**src/cbk_cfg.svh**
```systemverilog
`ifndef CBK_CFG_SVH
`define CBK_CFG_SVH

// ---------------------------------------------------------------
// register offsets
// ---------------------------------------------------------------
`define CBK_A_CTRL     8'h00
`define CBK_A_OTGCFG   8'h01
`define CBK_A_OTG_VOLTAGE_TARGET_LO  8'h02
`define CBK_A_OTG_VOLTAGE_TARGET_HI  8'h03
`define CBK_A_OTG_CURRENT_LIMIT     8'h04
`define CBK_A_HOT      8'h05
`define CBK_A_COLD     8'h06
`define CBK_A_VINREG   8'h07
`define CBK_A_STATUS   8'h08
`define CBK_A_FLAGS    8'h09
`define CBK_A_MASK     8'h0A
`define CBK_A_RETURN   8'h16

// ---------------------------------------------------------------
// field positions
// ---------------------------------------------------------------
`define CBK_B_HIZ      0
`define CBK_B_ADC      1
`define CBK_B_OTG      2
`define CBK_B_BKUP     3
`define CBK_B_DRVDIS   4
`define CBK_B_DRV1     5
`define CBK_B_DRV2     6
`define CBK_B_PFMDIS   0
`define CBK_B_AUDDIS   1
`define CBK_B_FIN      0
`define CBK_B_FDIS     1
`define CBK_B_RET      0

// ---------------------------------------------------------------
// reset values
// ---------------------------------------------------------------
`define CBK_RST_OTGCFG 8'h0C
`define CBK_RST_OTG_VOLTAGE_TARGET   11'h1F4
`define CBK_RST_OTG_CURRENT_LIMIT   7'h4B
`define CBK_RST_HOT    8'h30
`define CBK_RST_COLD   8'hC0
`define CBK_RST_VINREG 8'h24
`define CBK_RST_MASK   2'h0

// ---------------------------------------------------------------
// codes and tables
// ---------------------------------------------------------------
`define CBK_VSTAT_BKUP 4'hC
`define CBK_VSTAT_ADPT 4'h7
`define CBK_VSTAT_NONE 4'h0
`define CBK_IDIS_OFF   2'h3
`define CBK_IDIS_3A    8'h1E
`define CBK_IDIS_4A    8'h28
`define CBK_IDIS_5A    8'h32
`define CBK_BR_0       8'h4D
`define CBK_BR_1       8'h5A
`define CBK_BR_2       8'h66
`define CBK_BR_3       8'h73
`define CBK_OVP_0      8'h40
`define CBK_OVP_1      8'h80
`define CBK_OVP_2      8'hB0
`define CBK_OVP_3      8'hF0

// ---------------------------------------------------------------
// timing
// ---------------------------------------------------------------
`define CBK_OTG_DLY_MS 5
`define CBK_CLK_KHZ    50000
`define CBK_OTG_DLY_CY (`CBK_OTG_DLY_MS * `CBK_CLK_KHZ)

`endif

```
**src/cbk_pkg.sv**
```systemverilog
package cbk_pkg;

  // ---------------------------------------------------------------
  // types
  // ---------------------------------------------------------------
  typedef enum logic [1:0] {
    CBK_FWD    = 2'b00,
    CBK_BACKUP = 2'b01,
    CBK_RETURN = 2'b10
  } cbk_mode_t;

  typedef struct packed {
    logic pair1;
    logic pair2;
    logic drive_dis;
    logic drive1;
    logic drive2;
  } cbk_gate_t;

  typedef struct packed {
    logic [1:0] ovp_sel;
    logic [1:0] bkup_sel;
    logic [1:0] dis_limit;
    logic       audio_dis;
    logic       pfm_dis;
  } cbk_otgcfg_t;

  function automatic logic [7:0] cbk_sel4(input logic [1:0] code, input logic [7:0] a,
                                          input logic [7:0] b, input logic [7:0] c,
                                          input logic [7:0] d);
    case (code)
      2'h0:    cbk_sel4 = a;
      2'h1:    cbk_sel4 = b;
      2'h2:    cbk_sel4 = c;
      default: cbk_sel4 = d;
    endcase
  endfunction

endpackage

```
**src/cbk_discharge_reg.sv**
```systemverilog
`timescale 1ns/1ns
`include "cbk_cfg.svh"
module cbk_discharge_reg
  import cbk_pkg::*;
(
  input  wire logic       mclk,
  input  wire logic       reset,
  input  wire logic       ce,
  input  wire logic       otg_active,
  input  wire logic [1:0] limit_code,
  input  wire logic [7:0] current,
  output logic            status_r,
  output logic            rise_r,
  output logic            soft_start,
  output logic            cut
);
  logic [7:0] limit;
  logic       over;

  assign limit      = cbk_sel4(limit_code, `CBK_IDIS_3A, `CBK_IDIS_4A, `CBK_IDIS_5A, 8'hFF);
  assign soft_start = limit_code != `CBK_IDIS_OFF;
  assign over       = otg_active & soft_start & (current > limit);

  // ---------------------------------------------------------------
  // regulation status
  // ---------------------------------------------------------------
  // discharge over limit
  always_ff @(posedge mclk) begin
    if (reset) begin
      status_r <= 1'b0;
      rise_r   <= 1'b0;
    end else if (ce) begin
      status_r <= over;
      rise_r   <= over & ~status_r;
    end
  end

  assign cut = status_r;

endmodule // cbk_discharge_reg

```
**src/cbk_otg_start.sv**
```systemverilog
`timescale 1ns/1ns
`include "cbk_cfg.svh"
module cbk_otg_start
  import cbk_pkg::*;
#(
  parameter int DELAY = `CBK_OTG_DLY_CY,
  parameter int CNT_W = 18
) (
  input  wire logic      mclk,
  input  wire logic      reset,
  input  wire logic      ce,
  input  wire logic      request,
  input  wire logic      fast,
  input  wire cbk_gate_t gate,
  output logic           run
);
  logic [CNT_W-1:0] cnt_r;
  logic             done_r;
  logic             ungated;
  logic             drive_ok;

  assign ungated  = gate.drive_dis | ~(gate.pair1 | gate.pair2);
  assign drive_ok = (gate.pair1 & gate.drive1) | (gate.pair2 & gate.drive2);

  // ---------------------------------------------------------------
  // start delay timer
  // ---------------------------------------------------------------
  // delayed start ungated
  always_ff @(posedge mclk) begin
    if (reset) begin
      cnt_r  <= '0;
      done_r <= 1'b0;
    end else if (ce) begin
      if (!request) begin
        cnt_r  <= '0;
        done_r <= 1'b0;
      end else if (!done_r) begin
        if (cnt_r == CNT_W'(DELAY - 1)) begin
          done_r <= 1'b1;
        end
        cnt_r <= cnt_r + CNT_W'(1);
      end
    end
  end

  assign run = request & (ungated ? (done_r | fast) : drive_ok);

endmodule // cbk_otg_start

```
**src/cbk_top.sv**
```systemverilog
`timescale 1ns/1ns
`include "cbk_cfg.svh"
module cbk_top
  import cbk_pkg::*;
#(
  parameter int OTG_DLY_CY = `CBK_OTG_DLY_CY,
  parameter int CNT_W      = 18
) (
  input  wire logic        mclk,
  input  wire logic        reset,
  input  wire logic        ce,
  input  wire logic [7:0]  addr,
  input  wire logic [7:0]  wdata,
  input  wire logic        wr_stb,
  input  wire logic        rd_stb,
  output logic      [7:0]  rdata,
  input  wire logic        pair1_detect,
  input  wire logic        pair2_detect,
  input  wire logic        input_rail_high,
  input  wire logic [7:0]  input_voltage,
  input  wire logic        battery_above_otg_rise,
  input  wire logic        battery_below_otg_cutoff,
  input  wire logic        battery_overvoltage_fault,
  input  wire logic        input_below_uvlo,
  input  wire logic [7:0]  thermistor_reading,
  input  wire logic        input_overvoltage_fault,
  input  wire logic        system_overvoltage_fault,
  input  wire logic        output_overvoltage_fault,
  input  wire logic        system_short_fault,
  input  wire logic        input_overcurrent_fault,
  input  wire logic [7:0]  discharge_current,
  output logic             internal_regulator_on,
  output logic             converter_switching,
  output logic             adc_on,
  output logic             battery_switch_on,
  output logic             forward_charging,
  output logic             otg_active,
  output logic      [10:0] otg_voltage_target,
  output logic      [6:0]  otg_current_limit,
  output logic             pfm_enable,
  output logic             audio_floor_enable,
  output logic             otg_current_cut,
  output logic             soft_start_en,
  output logic             drive1_on,
  output logic             drive2_on,
  output logic      [7:0]  backup_threshold,
  output logic             int_pulse,
  output logic             fast_rearm
);

  logic        hiz_r;
  logic        adc_en_r;
  logic        otg_en_r;
  logic        bkup_en_r;
  logic        drv_dis_r;
  logic        drv1_r;
  logic        drv2_r;
  logic        ret_r;
  cbk_otgcfg_t cfg_r;
  logic [10:0] otg_voltage_target_r;
  logic [6:0]  otg_current_limit_r;
  logic [7:0]  hot_r;
  logic [7:0]  cold_r;
  logic [7:0]  vinreg_r;
  logic [3:0]  vstat_r;
  logic        fin_r;
  logic        fdis_r;
  logic [1:0]  mask_r;
  logic        pair1_r;
  logic        pair2_r;
  logic        cap_done_r;
  logic [7:0]  rdata_r;
  logic        int_r;
  logic        rearm_r;
  cbk_mode_t   mode_r;
  cbk_gate_t   gate;
  logic        wr_ctrl;
  logic        wr_ret;
  logic        allowed;
  logic        therm_ok;
  logic        below_bkup;
  logic        in_ovp;
  logic        trigger;
  logic        otg_host_clear;
  logic        bkup_exit;
  logic        ovp_any;
  logic        conv_run;
  logic        dis_status;
  logic        dis_rise;

  assign wr_ctrl = wr_stb && addr == `CBK_A_CTRL;
  assign wr_ret  = wr_stb && addr == `CBK_A_RETURN && wdata[`CBK_B_RET];

  // ---------------------------------------------------------------
  // strap capture
  // ---------------------------------------------------------------
  always_ff @(posedge mclk) begin
    if (reset) begin
      pair1_r    <= 1'b0;
      pair2_r    <= 1'b0;
      cap_done_r <= 1'b0;
    end else if (ce && !cap_done_r) begin
      pair1_r    <= pair1_detect;
      pair2_r    <= pair2_detect;
      cap_done_r <= 1'b1;
    end
  end

  // ---------------------------------------------------------------
  // qualifiers
  // ---------------------------------------------------------------
  // otg entry conditions
  assign therm_ok = thermistor_reading > hot_r && thermistor_reading < cold_r;
  assign allowed  = battery_above_otg_rise & ~battery_overvoltage_fault & therm_ok &
                    (input_below_uvlo | mode_r != CBK_FWD);
  assign backup_threshold = 8'((16'(vinreg_r) * 16'(cbk_sel4(cfg_r.bkup_sel, `CBK_BR_0, `CBK_BR_1,
                                `CBK_BR_2, `CBK_BR_3))) >> 7);
  assign below_bkup = input_voltage < backup_threshold;
  assign in_ovp  = input_voltage > cbk_sel4(cfg_r.ovp_sel, `CBK_OVP_0, `CBK_OVP_1, `CBK_OVP_2, `CBK_OVP_3);
  assign trigger = mode_r == CBK_FWD && bkup_en_r && pair1_r && (below_bkup || in_ovp);
  assign otg_host_clear = wr_ctrl && otg_en_r && !wdata[`CBK_B_OTG];
  assign bkup_exit = mode_r == CBK_BACKUP && (battery_below_otg_cutoff || otg_host_clear);

  // ---------------------------------------------------------------
  // hiz and adc
  // ---------------------------------------------------------------
  always_ff @(posedge mclk) begin
    if (reset) begin
      hiz_r    <= 1'b0;
      adc_en_r <= 1'b0;
    end else if (ce) begin
      if (wr_ctrl) begin
        hiz_r    <= wdata[`CBK_B_HIZ];
        adc_en_r <= wdata[`CBK_B_ADC];
        if (wdata[`CBK_B_HIZ] && !hiz_r) begin
          adc_en_r <= 1'b0;
        end
      end
      if (system_short_fault || input_overcurrent_fault) begin
        hiz_r <= 1'b1;
      end
    end
  end

  // ---------------------------------------------------------------
  // otg enable
  // ---------------------------------------------------------------
  always_ff @(posedge mclk) begin
    if (reset) begin
      otg_en_r <= 1'b0;
    end else if (ce) begin
      if (wr_ctrl) begin
        if (!wdata[`CBK_B_OTG] || !input_rail_high) begin
          otg_en_r <= wdata[`CBK_B_OTG];
        end
      end
      if (battery_below_otg_cutoff && mode_r == CBK_BACKUP) begin
        otg_en_r <= 1'b0;
      end
      if (trigger) begin
        otg_en_r <= 1'b1;
      end
    end
  end

  // ---------------------------------------------------------------
  // backup arming
  // ---------------------------------------------------------------
  always_ff @(posedge mclk) begin
    if (reset) begin
      bkup_en_r <= 1'b0;
    end else if (ce) begin
      if (wr_ctrl && (input_rail_high || !wdata[`CBK_B_BKUP])) begin
        bkup_en_r <= wdata[`CBK_B_BKUP];
      end
      if (wr_ret) begin
        bkup_en_r <= 1'b0;
      end
      if (otg_host_clear && ret_r) begin
        bkup_en_r <= 1'b1;
      end
      if (!input_rail_high) begin
        bkup_en_r <= 1'b0;
      end
      if (!pair1_r) begin
        bkup_en_r <= 1'b0;
      end
    end
  end

  // ---------------------------------------------------------------
  // input switch drives and return bit
  // ---------------------------------------------------------------
  always_ff @(posedge mclk) begin
    if (reset) begin
      drv_dis_r <= 1'b0;
      drv1_r    <= 1'b0;
      drv2_r    <= 1'b0;
      ret_r     <= 1'b0;
    end else if (ce) begin
      if (wr_ctrl) begin
        drv_dis_r <= wdata[`CBK_B_DRVDIS];
        drv1_r    <= wdata[`CBK_B_DRV1];
        drv2_r    <= wdata[`CBK_B_DRV2];
      end
      if (wr_stb && addr == `CBK_A_RETURN) begin
        ret_r <= wdata[`CBK_B_RET];
      end
      if (wr_ret) begin
        drv_dis_r <= 1'b0;
        drv1_r    <= 1'b1;
      end
      if (otg_host_clear && ret_r) begin
        ret_r <= 1'b0;
      end
      if (trigger) begin
        drv_dis_r <= 1'b1;
      end
      if (in_ovp) begin
        drv1_r <= 1'b0;
      end
    end
  end

  // ---------------------------------------------------------------
  // backup mode state
  // ---------------------------------------------------------------
  always_ff @(posedge mclk) begin
    if (reset) begin
      mode_r  <= CBK_FWD;
      rearm_r <= 1'b0;
    end else if (ce) begin
      rearm_r <= otg_host_clear && ret_r;
      case (mode_r)
        CBK_FWD: begin
          if (trigger) begin
            mode_r <= CBK_BACKUP;
          end
        end
        CBK_BACKUP: begin
          if (bkup_exit) begin
            mode_r <= CBK_FWD;
          end else if (wr_ret) begin
            mode_r <= CBK_RETURN;
          end
        end
        CBK_RETURN: begin
          if (!otg_en_r) begin
            mode_r <= CBK_FWD;
          end
        end
        default: begin
          mode_r <= CBK_FWD;
        end
      endcase
    end
  end

  // ---------------------------------------------------------------
  // status, flags, interrupt pulse
  // ---------------------------------------------------------------
  always_ff @(posedge mclk) begin
    if (reset) begin
      vstat_r <= `CBK_VSTAT_NONE;
      fin_r   <= 1'b0;
      fdis_r  <= 1'b0;
      int_r   <= 1'b0;
    end else if (ce) begin
      vstat_r <= (mode_r == CBK_BACKUP) ? `CBK_VSTAT_BKUP :
                 input_rail_high ? `CBK_VSTAT_ADPT : `CBK_VSTAT_NONE;
      if (wr_stb && addr == `CBK_A_FLAGS) begin
        fin_r  <= fin_r & ~wdata[`CBK_B_FIN];
        fdis_r <= fdis_r & ~wdata[`CBK_B_FDIS];
      end
      if (trigger && !mask_r[`CBK_B_FIN]) begin
        fin_r <= 1'b1;
      end
      if (dis_rise && !mask_r[`CBK_B_FDIS]) begin
        fdis_r <= 1'b1;
      end
      int_r <= trigger | dis_rise;
    end
  end

  // ---------------------------------------------------------------
  // configuration registers
  // ---------------------------------------------------------------
  always_ff @(posedge mclk) begin
    if (reset) begin
      cfg_r    <= `CBK_RST_OTGCFG;
      otg_voltage_target_r   <= `CBK_RST_OTG_VOLTAGE_TARGET;
      otg_current_limit_r   <= `CBK_RST_OTG_CURRENT_LIMIT;
      hot_r    <= `CBK_RST_HOT;
      cold_r   <= `CBK_RST_COLD;
      vinreg_r <= `CBK_RST_VINREG;
      mask_r   <= `CBK_RST_MASK;
    end else if (ce && wr_stb) begin
      case (addr)
        `CBK_A_OTGCFG:  cfg_r         <= wdata;
        `CBK_A_OTG_VOLTAGE_TARGET_LO: otg_voltage_target_r[7:0]   <= wdata;
        `CBK_A_OTG_VOLTAGE_TARGET_HI: otg_voltage_target_r[10:8]  <= wdata[2:0];
        `CBK_A_OTG_CURRENT_LIMIT:    otg_current_limit_r        <= wdata[6:0];
        `CBK_A_HOT:     hot_r         <= wdata;
        `CBK_A_COLD:    cold_r        <= wdata;
        `CBK_A_VINREG:  vinreg_r      <= wdata;
        `CBK_A_MASK:    mask_r        <= wdata[1:0];
        default:        mask_r        <= mask_r;
      endcase
    end
  end

  // ---------------------------------------------------------------
  // read port
  // ---------------------------------------------------------------
  always_ff @(posedge mclk) begin
    if (reset) begin
      rdata_r <= 8'h00;
    end else if (ce) begin
      rdata_r <= 8'h00;
      if (rd_stb) begin
        case (addr)
          `CBK_A_CTRL:    rdata_r <= {1'b0, drv2_r, drv1_r, drv_dis_r, bkup_en_r, otg_en_r, adc_en_r, hiz_r};
          `CBK_A_OTGCFG:  rdata_r <= cfg_r;
          `CBK_A_OTG_VOLTAGE_TARGET_LO: rdata_r <= otg_voltage_target_r[7:0];
          `CBK_A_OTG_VOLTAGE_TARGET_HI: rdata_r <= {5'h00, otg_voltage_target_r[10:8]};
          `CBK_A_OTG_CURRENT_LIMIT:    rdata_r <= {1'b0, otg_current_limit_r};
          `CBK_A_HOT:     rdata_r <= hot_r;
          `CBK_A_COLD:    rdata_r <= cold_r;
          `CBK_A_VINREG:  rdata_r <= vinreg_r;
          `CBK_A_STATUS:  rdata_r <= {conv_run, pair2_r, pair1_r, dis_status, vstat_r};
          `CBK_A_FLAGS:   rdata_r <= {6'h00, fdis_r, fin_r};
          `CBK_A_MASK:    rdata_r <= {6'h00, mask_r};
          `CBK_A_RETURN:  rdata_r <= {7'h00, ret_r};
          default:        rdata_r <= 8'h00;
        endcase
      end
    end
  end

  // ---------------------------------------------------------------
  // converter start and discharge regulation
  // ---------------------------------------------------------------
  assign gate = '{pair1: pair1_r, pair2: pair2_r, drive_dis: drv_dis_r, drive1: drv1_r, drive2: drv2_r};

  cbk_otg_start #(
    .DELAY (OTG_DLY_CY),
    .CNT_W (CNT_W)
  ) u_start (
    .mclk    (mclk),
    .reset   (reset),
    .ce      (ce),
    .request (otg_active),
    .fast    (mode_r == CBK_BACKUP),
    .gate    (gate),
    .run     (conv_run)
  );

  cbk_discharge_reg u_dis (
    .mclk       (mclk),
    .reset      (reset),
    .ce         (ce),
    .otg_active (otg_active),
    .limit_code (cfg_r.dis_limit),
    .current    (discharge_current),
    .status_r   (dis_status),
    .rise_r     (dis_rise),
    .soft_start (soft_start_en),
    .cut        (otg_current_cut)
  );

  // ---------------------------------------------------------------
  // outputs
  // ---------------------------------------------------------------
  assign ovp_any = input_overvoltage_fault | system_overvoltage_fault |
                   battery_overvoltage_fault | output_overvoltage_fault;
  assign otg_active = otg_en_r & allowed & ~hiz_r;
  assign internal_regulator_on = ~hiz_r;
  assign converter_switching = conv_run & ~ovp_any & ~hiz_r;
  assign adc_on              = adc_en_r;
  assign battery_switch_on   = hiz_r | otg_active | ~input_rail_high;
  assign forward_charging    = mode_r == CBK_FWD & ~otg_en_r & ~hiz_r;
  assign otg_voltage_target  = otg_voltage_target_r;
  assign otg_current_limit   = otg_current_limit_r;
  assign pfm_enable          = otg_active & ~cfg_r.pfm_dis;
  assign audio_floor_enable  = otg_active & ~cfg_r.audio_dis;
  assign drive1_on           = drv1_r & ~drv_dis_r;
  assign drive2_on           = drv2_r & ~drv_dis_r;
  assign int_pulse           = int_r;
  assign fast_rearm          = rearm_r;
  assign rdata               = rdata_r;

endmodule // cbk_top

```
**config.mk**
```make
export PLATFORM = sky130hd
export DESIGN_NAME = cbk_top
export DESIGN_NICKNAME = d
export VERILOG_FILES = /design/src/cbk_pkg.sv /design/src/cbk_discharge_reg.sv /design/src/cbk_otg_start.sv /design/src/cbk_top.sv
export VERILOG_INCLUDE_DIRS = /design/src
export SDC_FILE = /design/constraint.sdc
export NUM_CORES = 1
export LEC_CHECK = 0
export BUFFER_PORTS_ARGS = -buffer_cell sky130_fd_sc_hd__buf_2
export CORE_ASPECT_RATIO = 1.75
export CORE_UTILIZATION = 53
export DETAILED_ROUTE_END_ITERATION = 8
export PLACE_DENSITY = 0.83
export SLEW_MARGIN = 5
export SYNTH_ARGS = -nofsm -noshare
export SYNTH_HDL_FRONTEND = slang
export SYNTH_SLANG_ARGS = --single-unit
```
**constraint.sdc**
```tcl
create_clock -name mclk -period 6.6 [get_ports mclk]
set_input_delay 0.33 -clock mclk [delete_from_list [all_inputs] [get_ports mclk]]
set_output_delay 0.33 -clock mclk [all_outputs]
set_load 0.1 [all_outputs]
```
# After elaboration in Yosys (flattened, before gate mapping)
# Cells that the tools add are included.
[classes]
addsub = 1
n_mul = 1
div = 0
magnitude_cmp = 5
eq_ne = 26
shift = 0
n_mux = 42
bitwise_logic = 44
n_reduce_logical = 64
[ops]
columns = ["op", "count"]
rows = [
  ["$pmux 8 s12", 1],
  ["$pmux 8 s3", 2],
  ["$mux 18", 2],
  ["$reduce_and 2->1", 17],
  ["$eq 8x3->1 const B", 4],
  ["$mux 1", 28],
  ["$eq 8x4->1 const B", 3],
  ["$gt 8x8->1", 3],
  ["$and 1x1->1", 21],
  ["$logic_and 1x1->1", 19],
  ["$add 18x1->18 const B", 1],
  ["$eq 18x18->1 const B", 1],
  ["$pmux 6 s3", 1],
  ["$eq 8x2->1 const B", 2],
  ["$lt 8x8->1", 2],
  ["$mul 8x8->15", 1],
  ["$not 1->1", 12],
  ["$reduce_bool 3->1", 4],
  ["$or 1x1->1", 11],
  ["$reduce_bool 2->1", 5],
  ["$eq 2x1->1 const B", 4],
  ["$eq 2x2->1 const B", 4],
  ["$eq 8x1->1 const B", 1],
  ["$eq 8x5->1 const B", 1],
  ["other kinds (14)", 33],
]
[word_totals]
regBits = 102
latch_bits = 0
mem_bits_rw = 0
romBits = 0
inputBits = 57
output_inout_bits = 48
wordCells = 217
mem_count = 0

# Longest topological paths before layout
[logic_depth]
word_depth = 9
ltp_mapped = 28
ltp_nobuf = 28

# Hierarchy
# A second synthesis with hierarchy kept.
[hier_totals]
cells_unflattened = 909
hier_area_um2 = 7596.0
[modules_own_cells]
columns = ["module", "instances", "cells_each", "area_per_inst_um2", "seq_area_each_um2"]
rows = [
  ["cbk_top", 1, 754, 6251.0, 1601.5],
  ["cbk_otg_start", 1, 114, 970.9, 380.4],
  ["cbk_discharge_reg", 1, 41, 374.1, 40.0],
]

# Worst setup path before layout
# OpenSTA, ideal clock, no wires.
[synth_path]
path_type = "register -> register"
start = "register cfg_r[4] (netlist name)"
end = "register int_r, in the netlist int_pulse"
setup_ps = 132
t_arrival_ps = 7202
t_required_ps = 6468
slack_ps = -734
path_stages_with_launch = 27
n_path_buf = 0
period_less_slack_ps = 7334
path_cell_list = "dfxtp_1 > inv_1 > ha_1 > nor2_1 > nor3_1 > fa_1 > inv_1 > fa_1 > inv_1 > fa_1 > inv_1 > fa_1 > inv_1 > ha_1 > nand2_1 > nor4_1 > a2111oi_2 > xnor2_1 > inv_1 > ha_1 > o21ai_0 > a211oi_1 > nor2_1 > o21ba_2 > a21oi_1 > or2_1 > a31oi_1"
[synth_via]
elab_chain_cells = 7
word_cells_on_any_way = 9
cone_classes = "mul (1); order compare (1); eq/ne (2); mux (1); bitwise (1); reduce/logical (3)"
[synth_rtl]
columns = ["element", "line", "source"]
rows = [
  ["start, declared", "cbk_top.sv:59", "cbk_otgcfg_t cfg_r;"],
  ["start signal, assigned", "cbk_top.sv:290", "cfg_r <= `CBK_RST_OTGCFG;"],
  ["start signal, assigned", "cbk_top.sv:299", "`CBK_A_OTGCFG: cfg_r <= wdata;"],
  ["$eq 2x2->1, or another cell as far along", "cbk_pkg.sv:31", "case (code)"],
  ["$pmux 6 s3 (*)", "cbk_pkg.sv:31", ""],
  ["$mul 8x8->15 (*)", "cbk_top.sv:116", "assign backup_threshold = 8'((16'(vinreg_r) * 16'(cbk_sel4(cfg_r.bkup_sel, `CBK_BR_0, `CBK_BR_1,"],
  ["named net backup_threshold[1]", "cbk_top.sv:46", "output logic [7:0] backup_threshold,"],
  ["$lt 8x8->1 (*)", "cbk_top.sv:118", "assign below_bkup = input_voltage < backup_threshold;"],
  ["$logic_or 1x1->1 (*)", "cbk_top.sv:120", "assign trigger = mode_r == CBK_FWD && bkup_en_r && pair1_r && (below_bkup || in_ovp);"],
  ["$logic_and 1x1->1 (*)", "cbk_top.sv:120", ""],
  ["$or 1x1->1 (*)", "cbk_top.sv:281", "int_r <= trigger | dis_rise;"],
  ["end signal, assigned", "cbk_top.sv:281", ""],
  ["end, declared", "cbk_top.sv:73", "logic int_r;"],
]
# The timed path passes the listed nets; every way through them passes the cells marked *.
# A chain may end at the register's enable or synchronous reset.

# Final worst setup path
[layout_path]
start = "register cfg_r[5] (netlist name)"
end = "register fin_r"
[layout_via]
elab_chain_cells = 9
word_cells_on_any_way = 12
cone_classes = "mul (1); order compare (1); eq/ne (2); mux (2); reduce/logical (6)"
[layout_rtl]
columns = ["element", "line", "source"]
rows = [
  ["$eq 2x2->1, or another cell as far along", "cbk_pkg.sv:31", ""],
  ["$pmux 6 s3 (*)", "cbk_pkg.sv:31", ""],
  ["$mul 8x8->15 (*)", "cbk_top.sv:116", ""],
  ["$lt 8x8->1 (*)", "cbk_top.sv:118", ""],
  ["$logic_or 1x1->1 (*)", "cbk_top.sv:120", ""],
  ["$logic_and 1x1->1 (*)", "cbk_top.sv:120", ""],
  ["$logic_and 1x1->1 (*)", "cbk_top.sv:275", "if (trigger && !mask_r[`CBK_B_FIN]) begin"],
  ["$reduce_bool 2->1 (no source line)", "n/a", ""],
  ["$reduce_and 2->1 (no source line)", "n/a", ""],
  ["end signal, assigned", "cbk_top.sv:272", "fin_r <= fin_r & ~wdata[`CBK_B_FIN];"],
  ["end, declared", "cbk_top.sv:66", "logic fin_r;"],
]
# Every way passes the cells marked *; elsewhere a longest branch is shown, timed or not.

==> results.py <==
metrics = {
    "placement": {
        "portBuffers": 104,
        "pre_cts_slack_ns": -0.202,
        "dp_hpwl_mm": 17.4,
        "dp.cells": 1151,
        "gp_congestion": 0.954,
    },
    "pwr": {
        "peakVddDrop_mv": 0.109,
        "total_power_mw": 1.29,
        "power.leakage_nw": 3.78,
        "pwr_density_cell_nw_per_um2": 148,
    },
    "routing": {
        "drtIter0Drc": 578,
        "vias": 7276,
        "dr.pass1.iters": 5,
        "wl_met2_mm": 11.7,
        "ant_nets": 0,
        "routed_wl_mm": 22.8,
        "dr_wl_met3_mm": 1.56,
        "wl_per_cell_um": 19.4,
        "wl_met1_mm": 7.82,
        "drc_errors": 0,
        "dr.max_layer_used": "met4",
        "viasPerCell": 6.21,
    },
    "worst_setup_path": {
        "reg2regPathDepth": 27,
        "cp.required_ns": 6.87,
        "arrival_ns": 6.72,
        "cp_max_fo": 7,
        "rrSetupSlack_ns": 0.14,
        "rr_startpoint": "cfg_r[5]",
        "crit_type": "register to register",
        "startpoint": "cfg_r[5]",
        "crit_path_start_kind": "register",
        "rr_endpoint": "fin_r",
        "cp-end-kind": "register",
    },
    "min_path": {
        "hold_depth": 3,
        "hp-class": "primary input to register",
        "hold_start": "pair1_detect",
        "worstHoldEndpoint": "pair1_r",
    },
    "synth": {
        "synthArstFlopShare_pct": 0,
        "ys_types": 69,
        "syn_area_sq_um": 7400,
        "postSynthCellCount": 889,
        "synth_area_leaders": "dfxtp_1 (27%), ha_1 (13%), fa_1 (7.6%)",
        "synth_ff_type": "dfxtp_1",
        "synth_most_common_cell": "dfxtp_1",
        "yosys.area.top_type": "dfxtp_1",
        "avgSynthCellArea_sq_um": 8.32,
        "synthTopCellsByCount": "dfxtp_1 (101), nand2_1 (87), inv_1 (82), nor2_1 (81), ha_1 (77)",
        "ys_seq_elements": 101,
        "ys_warn_count": 0,
        "synth_top_area_share_pct": 27.3,
        "syn_nets": 1051,
        "synth_seq_area_share_pct": 27.3,
        "synth_edf_count": 0,
    },
    "floorplanning": {
        "ios": 105,
        "start_util_pct": 54.7,
        "die_area_sq_um": 14500,
        "rows": 56,
        "die_h_um": 158,
        "core_area_sq_um": 13500,
        "fp.dieW_um": 91.3,
    },
    "cells_and_area": {
        "instances_no_fill": 1171,
        "diodes": 0,
        "fill_cells": 1129,
        "area_delta_synth_final_pct": 17.9,
        "drive_gt1_share_pct": 19.8,
        "fin_nets": 1154,
    },
    "sta": {
        "hold_violations": 0,
        "fin_crit_ns": 6.46,
        "final.setup_skew_ns": 0.0115,
        "slew_headroom_pct": 29.2,
        "hold_slack_ns": 0.216,
        "tns_ns": 0,
        "slew_viol_final": 0,
        "tightest_slew_ns": 1.06,
        "finalSetupViolCount": 0,
        "fmax_mhz": 155,
        "setup_ws_ns": 0.144,
        "period_share_pct": 97.8,
    },
    "grt": {
        "gr-total-overflow": 0,
        "grt.total_usage_pct": 31.7,
        "grt_max_degree": 73,
        "grt_pass1_wl_mm": 35.4,
        "grt_pass1_vias": 7060,
        "antenna_found_initial": 0,
    },
    "cts": {
        "clock-root-buffer": "clkbuf_16",
        "clock_path_buffers": 2,
        "tritoncts": "yes",
        "insertion_delay_ns": 0.35,
        "clkSlewWorstSetupHoldPaths_ns": 0.07,
        "cts.sinks": 101,
        "postCtsHoldBufs": 0,
        "htreeDepth": 3,
        "numCtsBuffers": 9,
    },
    "run": {
        "maxCapViolations": 0,
    },
    "outcome": {
        "status": "finished clean",
    },
}
cell families after synthesis:
| family | count (synthesis) | share of synthesized area [%] |
|---|---|---|
| AO/OA/AOI/OAI | 192 | 17.4 |
| flip-flops | 101 | 27.3 |
| AND/OR/NAND/NOR | 328 | 21.7 |
| XOR/XNOR | 17 | 2.01 |
| adder cells (fa/ha/maj) | 105 | 20.6 |
| multiplexers | 27 | 4.87 |
| buffers and inverters | 119 | 6.12 |
power breakdown:
group | leakage [nW] | internal, mW | total [mW] | switching, mW
Combinational | 2.83 | 0.0397 | 0.125 | 0.0849
Clock | 0.140 | 0.299 | 0.548 | 0.249
Sequential | 0.817 | 0.611 | 0.616 | 0.00451
Total | 3.78 | 0.949 | 1.29 | 0.338
layer usage:
metal | vias to the layer above | GRT usage (%)
li1 | 3334 | -
met1 | 3465 | 33.5
met2 | 357 | 56.7
met3 | 120 | 5.40
met4 | 0 | 23.1
met5 | - | 0
critical path, cell delays in order (launching register included):
cell and delay (ns):
dfxtp_2 0.36, inv_1 0.14, ha_4 0.18, buf_4 0.16, nor2b_1 0.07, fa_1 0.54
inv_1 0.05, fa_1 0.48, inv_1 0.05, fa_1 0.50, inv_2 0.04, fa_1 0.54
inv_1 0.08, ha_4 0.25, a21o_1 0.22, a2111oi_4 0.35, o22ai_2 0.15, a311oi_2 0.39
o21bai_2 0.16, xnor2_2 0.16, ha_1 0.36, a21oi_2 0.15, o21ai_1 0.11, nor2_1 0.15
o21ba_2 0.17, a21oi_4 0.05, or2_4 0.31, o31ai_2 0.19
final cells by class:
| cell class | count | area (sq um) | share of cell area (%) |
|---|---|---|---|
| multi-input cells | 669 | 5110 | 58.6 |
| flip-flops and latches | 101 | 2030 | 23.2 |
| repair buffers | 129 | 753 | 8.63 |
| inverters | 82 | 312 | 3.57 |
| clock buffers | 9 | 225 | 2.58 |
| well taps | 174 | 218 | 2.49 |
| clock inverters | 7 | 81.3 | 0.932 |
cell usage in the layout (no fill, tap or decap), drive strengths merged, types with 4 or more instances in the layout:
master / count
buf: 129
dfxtp: 101
nand2: 87
inv: 83
nor2: 81
ha: 77
a21oi: 68
nand3: 44
o21ai: 32
fa: 28
nor2b: 25
mux2i: 18
nor3: 18
o211ai: 15
and2: 15
nand4: 11
a22oi: 10
xnor2: 10
or3: 9
clkbuf: 9
nand2b: 7
a31oi: 7
and3: 7
mux4: 7
a22o: 7
xor2: 7
a211o: 6
a211oi: 6
o311ai: 6
nor4: 5
o31ai: 5
clkinvlp: 4
or2: 4
o22ai: 4
or4: 4
worst max-delay path by stage:
| stage | end | cells past startpoint |
|---|---|---|
| 2_1_floorplan | backup_threshold[3] | 19 |
| 3_3_place_gp | int_pulse | 27 |
| 3_5_place_dp | int_pulse | 27 |
| 4_1_cts | int_pulse | 27 |
| 5_1_grt | fin_r | 26 |
| 6_report | fin_r | 27 |
sequential cells by signal (all words and copies together), names as in the netlist, 2 cells and up:
name and cells:
cfg_r 8, cold_r 8, hot_r 8, mask_r 2
mode_r 2, otg_current_limit 7, otg_voltage_target 11, rdata 8
u_start.cnt_r 18, vinreg_r 8, vstat_r 3
timing repair:
action | CTS | global route
resized for setup | 3 | 32
cloned | 0 | 0
pin swaps | 1 | 19
setup buffers | 1 | 3
endpoints found under the setup margin | 5 | 5
metrics by stage:
stage                     util, %  area (sq um)
after global routing         64.5          8730
final                        64.5          8730
after detailed placement     60.9          8230
after global placement       60.9          8230
after CTS                    63.3          8560
after floorplan                 -          7440
Note: power is estimated with default switching activity, not from simulation.
